**src/ssru_pkg.sv**
```systemverilog
/*
 * Shared constants and types of the status and service request unit.
 * Assumes a command decoder upstream that turns host messages into the
 * opcodes below, and a nonvolatile image of the power-on settings.
 */
package ssru_pkg;

    localparam int SSRU_SLOTS      = 8;
    localparam int SSRU_SLOT_IDX_W = 3;

    localparam logic [7:0] SSRU_SRE_RST = 8'h00;
    localparam logic [7:0] SSRU_ESE_RST = 8'h00;
    localparam logic       SSRU_PSC_RST = 1'b1;

    localparam int SSRU_STB_OPER = 7;
    localparam int SSRU_STB_MSS  = 6;
    localparam int SSRU_STB_ESB  = 5;
    localparam int SSRU_STB_MAV  = 4;
    localparam int SSRU_STB_QUES = 3;

    localparam logic [7:0] SSRU_EVT_QUES = 8'h00;
    localparam logic [7:0] SSRU_EVT_ESR  = 8'h01;
    localparam logic [7:0] SSRU_EVT_OPER = 8'h02;

    typedef enum logic [3:0] {
        OP_SEQ, OP_SAV, OP_RCL, OP_SRE_WR, OP_SRE_RD, OP_ESE_WR,
        OP_ESE_RD, OP_STB_RD, OP_TRG, OP_WAI, OP_RST, OP_CLS,
        OP_PSC_WR, OP_PSC_RD, OP_EVT_RD, OP_OVL
    } ssru_op_e;

    typedef struct packed {
        ssru_op_e   op;
        logic [7:0] arg;
    } ssru_cmd_s;

    typedef struct packed {
        logic       psc;
        logic [7:0] service_request_mask;
        logic [7:0] ese;
    } ssru_nv_s;

endpackage

```
**src/ssru_slot_store.sv**
```systemverilog
/*
 * Saved-state store: a set of slots written by index and read back by
 * index with a registered answer one cycle later.
 * Assumes the slot contents live in retained storage, so they are not
 * cleared by reset; only the read answer is.
 */
`timescale 1ns/100ps
module ssru_slot_store #(
    parameter int SLOTS = 8,
    parameter int IDX_W = 3,
    parameter int DW    = 32
) (
    input  wire logic             clk_in,
    input  wire logic             rst_n_in,
    input  wire logic             wr_en_in,
    input  wire logic [IDX_W-1:0] wr_idx_in,
    input  wire logic [DW-1:0]    wr_data_in,
    input  wire logic             rd_en_in,
    input  wire logic [IDX_W-1:0] rd_idx_in,
    output logic                  rd_valid_out,
    output logic      [DW-1:0]    rd_data_out
);
    logic [DW-1:0] slot_reg [SLOTS];

    for (genvar i = 0; i < SLOTS; i++) begin : g_slot
        always_ff @(posedge clk_in) begin
            if (wr_en_in && wr_idx_in == IDX_W'(i)) begin
                slot_reg[i] <= wr_data_in;
            end
        end
    end

    always_ff @(posedge clk_in) begin
        if (!rst_n_in) begin
            rd_valid_out <= 1'b0;
            rd_data_out  <= '0;
        end else begin
            rd_valid_out <= rd_en_in;
            rd_data_out  <= rd_en_in ? slot_reg[rd_idx_in] : rd_data_out;
        end
    end

    chk_slot_readback: assert property (
        @(posedge clk_in) disable iff (!rst_n_in)
        (wr_en_in && !rd_en_in) ##1 !wr_en_in ##1
        (rd_en_in && !wr_en_in && rd_idx_in == $past(wr_idx_in, 2))
        |=> rd_data_out == $past(wr_data_in, 3))
        else $error("saved slot does not read back");
endmodule

```
**src/ssru_top.sv**
```systemverilog
/*
 * Status byte, service request and common command logic of a programmable
 * source: masks, status summary, serial poll, bus trigger, save/recall,
 * and the wait-for-overlapped-commands hold-off.
 * Assumes decoded commands with a valid/ready handshake, summary pulses
 * from the lower event groups, and a nonvolatile image of the masks.
 */
// Notes on behaviour
// - Save stores the present state word in one of eight retained slots.
// - Eight-bit enable mask; bit 6 is OR of enabled status byte bits.
// - Serial poll clears request-for-service but not the master summary.
// - A zero enable mask never raises a service request.
// - Power-on does reset, status clear, and zeroes both enable masks when the power-on clear setting is 1.
// - Status byte query returns the byte and changes no bit.
// - Event-fed summary bits clear only when their event register is read or status is cleared.
// - Serial poll bit 6 is request-for-service; query bit 6 is summary.
// - Layout: 7 oper, 6 summary, 5 event, 4 message, 3 quest, 2-0 zero.
// - Bus trigger reaches every subsystem whose trigger source is bus.
// - Wait holds off commands until all earlier ones have finished or a command arrives.
// - Only the overlapped command (OP_OVL) runs overlapped; trigger and all others in order.
// - Any command arriving during a wait cancels the wait.
// - Power-on clear setting 1 zeroes masks; 0 restores them from storage.
// - Reset or device clear clears status but keeps the enable masks.
`timescale 1ns/100ps
module ssru_top #(
    parameter int N_SUB  = 4,
    parameter int STW    = 32,
    parameter int PEND_W = 4
) (
    input  wire logic                CLK_SYS_IN,
    input  wire logic                RST_N_IN,
    input  wire logic                CMD_VALID_IN,
    input  wire ssru_pkg::ssru_cmd_s CMD_IN,
    output logic                     CMD_READY_OUT,
    output logic                     RSP_VALID_OUT,
    output logic [7:0]               RSP_DATA_OUT,
    input  wire logic                SPOLL_IN,
    output logic                     SPOLL_VALID_OUT,
    output logic [7:0]               SPOLL_DATA_OUT,
    output logic                     SRQ_OUT,
    input  wire logic                DCL_IN,
    input  wire logic                GET_IN,
    input  wire logic                OPER_SUM_IN,
    input  wire logic                QUES_SUM_IN,
    input  wire logic                ESB_SUM_IN,
    input  wire logic                MAV_IN,
    output logic                     STATUS_CLR_OUT,
    output logic                     DEV_RST_OUT,
    output logic [7:0]               ESE_MASK_OUT,
    input  wire logic [N_SUB-1:0]    TRIG_SRC_BUS_IN,
    output logic [N_SUB-1:0]         TRIG_OUT,
    output logic                     OVL_START_OUT,
    input  wire logic                OVL_DONE_IN,
    output logic                     SEQ_START_OUT,
    input  wire logic [STW-1:0]      STATE_IN,
    output logic                     RCL_VALID_OUT,
    output logic [STW-1:0]           RCL_DATA_OUT,
    input  wire ssru_pkg::ssru_nv_s  NV_IN,
    output logic                     NV_WR_OUT,
    output ssru_pkg::ssru_nv_s       NV_DATA_OUT
);
    import ssru_pkg::*;

    typedef enum logic [1:0] {ST_PON, ST_IDLE, ST_WAIT} ssru_state_e;

    ssru_state_e       state_reg, state_next;
    logic              ready_next;
    logic [7:0]        sre_reg, sre_next, ese_next;
    logic              psc_reg, psc_next;
    logic              oper_reg, oper_next, ques_reg, ques_next;
    logic              esb_reg, esb_next;
    logic              rqs_next, mss_prev_reg;
    logic [PEND_W-1:0] pend_reg, pend_next;
    logic [7:0]        stb_core, rsp_data_next;
    logic              rsp_valid_next, nv_wr_next;
    logic [N_SUB-1:0]  trig_next;

    wire ssru_op_e   op       = CMD_IN.op;
    wire logic [7:0] arg      = CMD_IN.arg;
    wire logic       take     = CMD_VALID_IN && CMD_READY_OUT;
    wire logic       pon      = state_reg == ST_PON;
    wire logic       is_op_rd = op == OP_SRE_RD || op == OP_ESE_RD
                                || op == OP_PSC_RD || op == OP_STB_RD;
    wire logic       rd_evt   = take && op == OP_EVT_RD;
    wire logic       rd_oper  = rd_evt && arg == SSRU_EVT_OPER;
    wire logic       rd_ques  = rd_evt && arg == SSRU_EVT_QUES;
    wire logic       rd_esr   = rd_evt && arg == SSRU_EVT_ESR;
    wire logic       dev_rst  = pon || DCL_IN || (take && op == OP_RST);
    wire logic       clr_all  = dev_rst || (take && op == OP_CLS);
    wire logic       trg_cmd  = (take && op == OP_TRG) || GET_IN;
    wire logic       ovl_cmd  = take && op == OP_OVL;
    wire logic       ovl_dec  = OVL_DONE_IN && pend_reg != '0;
    // master summary from masked status bits
    wire logic       mss      = |(stb_core & sre_reg);
    wire logic       rqs_set  = mss && !mss_prev_reg && !SRQ_OUT;

    always_comb begin
        stb_core                = 8'h00;
        stb_core[SSRU_STB_OPER] = oper_reg;
        stb_core[SSRU_STB_ESB]  = esb_reg;
        stb_core[SSRU_STB_MAV]  = MAV_IN;
        stb_core[SSRU_STB_QUES] = ques_reg;
    end

    // summary bits clear only on their event read or a status clear
    assign oper_next = OPER_SUM_IN || (oper_reg && !(clr_all || rd_oper));
    assign ques_next = QUES_SUM_IN || (ques_reg && !(clr_all || rd_ques));
    assign esb_next  = ESB_SUM_IN || (esb_reg && !(clr_all || rd_esr));

    // poll clears request; zero mask blocks it
    assign rqs_next = (rqs_set || (SRQ_OUT && !(SPOLL_IN || clr_all)))
                      && sre_reg != 8'h00;

    // power-on loads masks; restore only when not cleared
    assign sre_next = pon ? (NV_IN.psc ? SSRU_SRE_RST : NV_IN.service_request_mask)
                    : (take && op == OP_SRE_WR) ? arg : sre_reg;
    assign ese_next = pon ? (NV_IN.psc ? SSRU_ESE_RST : NV_IN.ese)
                    : (take && op == OP_ESE_WR) ? arg : ESE_MASK_OUT;
    assign psc_next = pon ? NV_IN.psc
                    : (take && op == OP_PSC_WR) ? arg != 8'h00 : psc_reg;
    // masks kept in storage while clearing is off
    assign nv_wr_next = take && (op == OP_PSC_WR
                        || ((op == OP_SRE_WR || op == OP_ESE_WR)
                            && !psc_reg));

    // query returns the byte without touching it
    assign rsp_valid_next = take && is_op_rd;
    assign rsp_data_next  = op == OP_SRE_RD ? sre_reg
                          : op == OP_ESE_RD ? ESE_MASK_OUT
                          : op == OP_PSC_RD ? {7'h00, psc_reg}
                          : stb_core | {1'b0, mss, 6'h00};

    assign pend_next = pend_reg + PEND_W'(ovl_cmd) - PEND_W'(ovl_dec);

    // wait hold-off; arrival cancels the wait
    always_comb begin
        state_next = state_reg;
        case (state_reg)
            ST_PON: state_next = ST_IDLE;
            ST_IDLE: begin
                if (take && op == OP_WAI) begin
                    state_next = ST_WAIT;
                end
            end
            ST_WAIT: begin
                if (CMD_VALID_IN || pend_reg == '0) begin
                    state_next = ST_IDLE;
                end
            end
            default: state_next = ST_IDLE;
        endcase
    end
    assign ready_next = state_next == ST_IDLE;

    for (genvar i = 0; i < N_SUB; i++) begin : g_trig
        assign trig_next[i] = trg_cmd && TRIG_SRC_BUS_IN[i];
    end

    always_ff @(posedge CLK_SYS_IN) begin
        if (!RST_N_IN) begin
            state_reg     <= ST_PON;
            CMD_READY_OUT <= 1'b0;
            pend_reg      <= '0;
            SEQ_START_OUT <= 1'b0;
            OVL_START_OUT <= 1'b0;
            TRIG_OUT      <= '0;
        end else begin
            state_reg     <= state_next;
            CMD_READY_OUT <= ready_next;
            pend_reg      <= pend_next;
            SEQ_START_OUT <= take && op == OP_SEQ;
            OVL_START_OUT <= ovl_cmd;
            TRIG_OUT      <= trig_next;
        end
    end

    // clears other than power-on touch status, never the masks
    always_ff @(posedge CLK_SYS_IN) begin
        if (!RST_N_IN) begin
            oper_reg       <= 1'b0;
            ques_reg       <= 1'b0;
            esb_reg        <= 1'b0;
            SRQ_OUT        <= 1'b0;
            mss_prev_reg   <= 1'b0;
            STATUS_CLR_OUT <= 1'b0;
            DEV_RST_OUT    <= 1'b0;
        end else begin
            oper_reg       <= oper_next;
            ques_reg       <= ques_next;
            esb_reg        <= esb_next;
            SRQ_OUT        <= rqs_next;
            mss_prev_reg   <= mss;
            STATUS_CLR_OUT <= clr_all;
            DEV_RST_OUT    <= dev_rst;
        end
    end

    always_ff @(posedge CLK_SYS_IN) begin
        if (!RST_N_IN) begin
            sre_reg      <= SSRU_SRE_RST;
            ESE_MASK_OUT <= SSRU_ESE_RST;
            psc_reg      <= SSRU_PSC_RST;
            NV_WR_OUT    <= 1'b0;
            NV_DATA_OUT  <= '0;
        end else begin
            sre_reg      <= sre_next;
            ESE_MASK_OUT <= ese_next;
            psc_reg      <= psc_next;
            NV_WR_OUT    <= nv_wr_next;
            NV_DATA_OUT  <= '{psc: psc_next, service_request_mask: sre_next, ese: ese_next};
        end
    end

    // poll answer carries the request bit
    always_ff @(posedge CLK_SYS_IN) begin
        if (!RST_N_IN) begin
            RSP_VALID_OUT   <= 1'b0;
            RSP_DATA_OUT    <= 8'h00;
            SPOLL_VALID_OUT <= 1'b0;
            SPOLL_DATA_OUT  <= 8'h00;
        end else begin
            RSP_VALID_OUT   <= rsp_valid_next;
            RSP_DATA_OUT    <= rsp_valid_next ? rsp_data_next : RSP_DATA_OUT;
            SPOLL_VALID_OUT <= SPOLL_IN;
            SPOLL_DATA_OUT  <= SPOLL_IN ? (stb_core | {1'b0, SRQ_OUT, 6'h00})
                                        : SPOLL_DATA_OUT;
        end
    end

    ssru_slot_store #(
        .SLOTS (SSRU_SLOTS),
        .IDX_W (SSRU_SLOT_IDX_W),
        .DW    (STW)
    ) u_store (
        .clk_in       (CLK_SYS_IN),
        .rst_n_in     (RST_N_IN),
        .wr_en_in     (take && op == OP_SAV),
        .wr_idx_in    (arg[SSRU_SLOT_IDX_W-1:0]),
        .wr_data_in   (STATE_IN),
        .rd_en_in     (take && op == OP_RCL),
        .rd_idx_in    (arg[SSRU_SLOT_IDX_W-1:0]),
        .rd_valid_out (RCL_VALID_OUT),
        .rd_data_out  (RCL_DATA_OUT)
    );

    chk_mss_in_query: assert property (
        @(posedge CLK_SYS_IN) disable iff (!RST_N_IN)
        take && op == OP_STB_RD |=> RSP_VALID_OUT
        && RSP_DATA_OUT[SSRU_STB_MSS] == |($past(stb_core) & $past(sre_reg)))
        else $error("query bit 6 is not the masked summary");

    chk_poll_clears_rqs: assert property (
        @(posedge CLK_SYS_IN) disable iff (!RST_N_IN)
        SPOLL_IN && !rqs_set |=> !SRQ_OUT)
        else $error("serial poll left the request set");

    chk_zero_mask_quiet: assert property (
        @(posedge CLK_SYS_IN) disable iff (!RST_N_IN)
        sre_reg == 8'h00 |=> !SRQ_OUT)
        else $error("request raised with a zero mask");

    chk_pon_mask_clear: assert property (
        @(posedge CLK_SYS_IN) disable iff (!RST_N_IN)
        pon && NV_IN.psc |=> sre_reg == 8'h00 && ESE_MASK_OUT == 8'h00
        && STATUS_CLR_OUT && DEV_RST_OUT)
        else $error("power-on did not clear masks and status");

    chk_pon_mask_keep: assert property (
        @(posedge CLK_SYS_IN) disable iff (!RST_N_IN)
        pon && !NV_IN.psc |=> sre_reg == $past(NV_IN.service_request_mask))
        else $error("power-on did not restore the mask");

    chk_query_no_clear: assert property (
        @(posedge CLK_SYS_IN) disable iff (!RST_N_IN)
        take && op == OP_STB_RD && oper_reg && !DCL_IN |=> oper_reg)
        else $error("status query changed the byte");

    chk_summary_holds: assert property (
        @(posedge CLK_SYS_IN) disable iff (!RST_N_IN)
        ques_reg && !rd_ques && !clr_all |=> ques_reg)
        else $error("summary bit cleared without event read");

    chk_poll_bit6: assert property (
        @(posedge CLK_SYS_IN) disable iff (!RST_N_IN)
        SPOLL_IN |=> SPOLL_VALID_OUT
        && SPOLL_DATA_OUT[SSRU_STB_MSS] == $past(SRQ_OUT))
        else $error("poll bit 6 is not the request bit");

    chk_stb_layout: assert property (
        @(posedge CLK_SYS_IN) disable iff (!RST_N_IN)
        take && op == OP_STB_RD |=> RSP_DATA_OUT[2:0] == 3'h0
        && RSP_DATA_OUT[SSRU_STB_MAV] == $past(MAV_IN)
        && RSP_DATA_OUT[SSRU_STB_OPER] == $past(oper_reg))
        else $error("status byte layout wrong");

    chk_bus_trigger: assert property (
        @(posedge CLK_SYS_IN) disable iff (!RST_N_IN)
        GET_IN |=> TRIG_OUT == $past(TRIG_SRC_BUS_IN))
        else $error("bus trigger not delivered");

    chk_wait_holds: assert property (
        @(posedge CLK_SYS_IN) disable iff (!RST_N_IN)
        state_reg == ST_WAIT && pend_reg != '0 && !CMD_VALID_IN
        |=> !CMD_READY_OUT)
        else $error("wait released with work pending");

    chk_wait_cancel: assert property (
        @(posedge CLK_SYS_IN) disable iff (!RST_N_IN)
        state_reg == ST_WAIT && CMD_VALID_IN |=> CMD_READY_OUT)
        else $error("arriving command did not cancel wait");

    chk_overlap_start: assert property (
        @(posedge CLK_SYS_IN) disable iff (!RST_N_IN)
        ovl_cmd && !ovl_dec |=> OVL_START_OUT && pend_reg != '0)
        else $error("overlapped command not tracked");

    chk_reset_keeps_mask: assert property (
        @(posedge CLK_SYS_IN) disable iff (!RST_N_IN)
        take && op == OP_RST |=> sre_reg == $past(sre_reg)
        && ESE_MASK_OUT == $past(ESE_MASK_OUT) && STATUS_CLR_OUT)
        else $error("reset changed an enable mask");

    chk_rqs_on_rise: assert property (
        @(posedge CLK_SYS_IN) disable iff (!RST_N_IN)
        rqs_set |=> SRQ_OUT)
        else $error("rising summary did not raise request");
endmodule

```
**config.mk**
```make
export PLATFORM = sky130hd
export DESIGN_NAME = ssru_top
export DESIGN_NICKNAME = d
export VERILOG_FILES = /design/src/ssru_pkg.sv /design/src/ssru_slot_store.sv /design/src/ssru_top.sv
export SDC_FILE = /design/constraint.sdc
export NUM_CORES = 1
export LEC_CHECK = 0
export BUFFER_PORTS_ARGS = -buffer_cell sky130_fd_sc_hd__buf_4
export CORE_MARGIN = 2
export CORE_UTILIZATION = 50
export CTS_BUF_LIST = sky130_fd_sc_hd__clkbuf_16
export DETAILED_ROUTE_END_ITERATION = 8
export PLACE_DENSITY = 0.7
export SLEW_MARGIN = 20
export SYNTH_ARGS = -nofsm -noshare
export SYNTH_HDL_FRONTEND = slang
export SYNTH_HIERARCHICAL = 1
export SYNTH_SLANG_ARGS = --single-unit
```
**constraint.sdc**
```tcl
create_clock -name CLK_SYS_IN -period 5.1 [get_ports CLK_SYS_IN]
set_input_delay 0.765 -clock CLK_SYS_IN [delete_from_list [all_inputs] [get_ports CLK_SYS_IN]]
set_output_delay 0.765 -clock CLK_SYS_IN [all_outputs]
set_load 0.03 [all_outputs]
```
==> out/metrics.csv <==
stage;metric;value;unit
run_status;status;completed;
layout;non-filler cells, final;1438;
job;Max-cap violations;0;
grt;largest net degree at the start of global routing;77;
layout;fin area;16300;um^2
cts;setup bufs post-CTS;0;
timing;Sum Neg Setup Slack;0;ns
synthesis;sequential area share after synthesis;69.1;%
cts;CTS tree;yes;
route;DR iter-0 viols;682;
cts;clock-pin transition on the worst setup and hold timing paths;0.06;ns
setup_path;crit path DAT;3.06;ns
timing;Setup-failing EPs final;0;
timing;highest clock rate;374;MHz
setup_path;CP max stage cell;buf_4;
synthesis;commonest cells in the synthesized netlist;256 x edfxtp_1, 87 x dfxtp_1, 72 x mux2i_1, 66 x mux2_2, 51 x a21oi_1;
route;routed vias;8128;
timing;fin crit period;2.67;ns
setup_path;CP required;5.49;ns
layout;Antenna diodes;0;
cts;Root Driver;clkbuf_16;
die;Initial Utilization;50.8;%
synthesis;mean post-synth cell area;14.8;um^2
synthesis;number of register bits inferred by synthesis;343;
route;antenna-violating nets left;0;
cts;total CTS buffers;37;
grt;gr usage total;20.7;%
placed_design;HPWL Detailed;18100;um
cts;H-tree depth;2;
synthesis;share of the synthesized area in the top cell type;56.3;%
cts;Clk Latency, worst-skew pair;0.52;ns
setup_path;critical-path maximum fanout;76;
timing;Worst slew margin;26.9;%
cts;Bufs on Longest Clock Path;3;
placed_design;Post-DP Area;15100;um^2
cts;clk sinks;343;
cts;Gates resized, CTS repair;0;
placed_design;dpl ws;1.86;ns
timing;worst-margin pin slew;1.09;ns
timing;fin. max-slew vios;0;
timing;Final Hold Vio Count;0;
grt;initial antenna violation count;1;
route;First-pass DRT Iterations;5;
placed_design;Port Buffers;159;
synthesis;fraction of registers with async set or reset after synthesis;0;%
route;DRC viols;0;
route;routed wire length;30100;um
die;Die Y-Extent;169;um
power;worst vdd ir;0.319;mV
die;Total Die Area;28600;um^2
layout;footprint of the multi-input gates;3790;um^2
timing;Final WS setup;2.43;ns
die;I/O pin count;163;
die;Die X;169;um
die;Rows;60;
setup_path;Cell Chain, Critical Path;buf_6, buf_4, mux2_2, o22ai_1, a221o_1, a21oi_1;
grt;vias in the first global route;8002;
grt;first-pass GRT wire length;45800;um
layout;FF/Latch Area;9430;um^2
setup_path;Critical Path End Type;register;
setup_path;CP max stage delay;0.87;ns
timing;RSZ-0062 raised after global routing;no;
synthesis;EDFF count, synth;256;
synthesis;Main synth FF type;edfxtp_1;
layout;final net count;1153;
placed_design;GP Congestion;0.808;
min_path;min-delay worst type;input pin to register;
synthesis;most numerous cell in the Yosys netlist;edfxtp_1;
synthesis;Unique masters post-synth;56;
layout;synth-to-layout area growth;19.1;%
layout;share of cells above drive strength 1;28.1;%
route;Vias per Instance;5.65;
cts;Post-CTS Hold Buffers;0;
layout;max reg flops;256;
placed_design;Placed Cells incl. Taps;1369;
setup_path;Top delay family on crit path;buffers and inverters;
grt;GRT overflow;0;
setup_path;worst path buffer plus inverter count;2;
synthesis;post-synthesis instance total;920;
setup_path;critical path class;input pin to register;
power;Power, Total;6.42;mW
power;Power Density;395;nW/um^2
route;DR WL/cell;21.0;um
timing;WHS;0.451;ns
setup_path;CP Launch Type;input pin;
synthesis;synth top area cells;edfxtp_1 56%, dfxtp_1 13%, mux2_2 5.4%;
layout;fill count;2043;
power;P_leak;6.08;nW
timing;Final Cycle Share;52.4;%
synthesis;synthesized cell area;13600;um^2
layout;fin util;60.5;%
synthesis;Syn. warnings;6;
synthesis;cell taking the most area after synthesis;edfxtp_1;
die;core footprint;26900;um^2
timing;Worst Skew;0.00976;ns
-- cells by family (layout without fill, tap and decap cells) --
group / Yosys count / after routing / synth area share [%]
AOI/OAI and AO/OA: 203 / 203 / 9.81
xor gates and xnor gates: 4 / 4 / 0.257
adders and majority gates: 9 / 9 / 0.880
buffers and inverters: 88 / 263 / 3.73
DFF: 343 / 343 / 69.1
muxes: 147 / 147 / 11.5
other: 1 / 3 / 0.0275
and+or+nand+nor: 125 / 125 / 4.74
-- worst paths after layout --
path / slack (ns) / to / start / cells after the start
worst max register to register: 2.56 / u_store/slot_reg[7][27]$_DFFE_PP_ / CMD_READY_OUT$_SDFF_PN0_ / 4
worst max-delay path: 2.43 / u_store/rd_data_out[31]$_SDFFE_PN0P_ / CMD_IN[0] / 6
worst min-delay path: 0.45 / TRIG_OUT[0]$_SDFF_PN0_ / TRIG_SRC_BUS_IN[0] / 2
worst min register to register: 0.47 / RSP_DATA_OUT[3]$_SDFFE_PN0P_ / RSP_DATA_OUT[3]$_SDFFE_PN0P_ / 1
-- final cells by class --
cell class | instances | share of cell area [%]
clock buffers | 38 | 5.85
clock inverters | 30 | 1.16
inverters | 20 | 0.462
multi-input cells | 491 | 23.3
flip-flops and latches | 343 | 58.0
well taps | 341 | 2.62
repair buffers | 175 | 8.58
-- report_power, final --
part	total (mW)	switching, mW	internal (mW)
clock network	2.48	1.06	1.41
registers	3.15	0.0778	3.07
logic	0.794	0.467	0.327
-- per-layer routing --
layer,up-vias,track usage [%],share of wire [%]
met5,-,0,0.053
met4,2,6.02,2.3
met3,52,3.78,5.6
met2,238,34.4,49
met1,4012,28.1,43
li1,3824,-,-
-- cell usage in the layout, fill, tap and decap left out, drive strengths merged, types with 3 or more instances in the layout --
| cell type | n |
|---|---|
| a211oi | 8 |
| a21oi | 51 |
| a221o | 21 |
| a22oi | 13 |
| a31oi | 3 |
| and2 | 8 |
| and3 | 3 |
| buf | 175 |
| clkbuf | 38 |
| clkinv | 14 |
| conb | 3 |
| dfxtp | 87 |
| edfxtp | 256 |
| ha | 8 |
| inv | 33 |
| mux2 | 75 |
| mux2i | 72 |
| nand2 | 21 |
| nand2b | 7 |
| nand3 | 8 |
| nand4 | 6 |
| nor2 | 38 |
| nor2b | 12 |
| nor3 | 5 |
| nor3b | 4 |
| nor4 | 5 |
| o211a | 8 |
| o21ai | 53 |
| o221ai | 11 |
| o22ai | 21 |
| o2bb2ai | 5 |
Note: power is estimated with default switching activity, not from simulation.
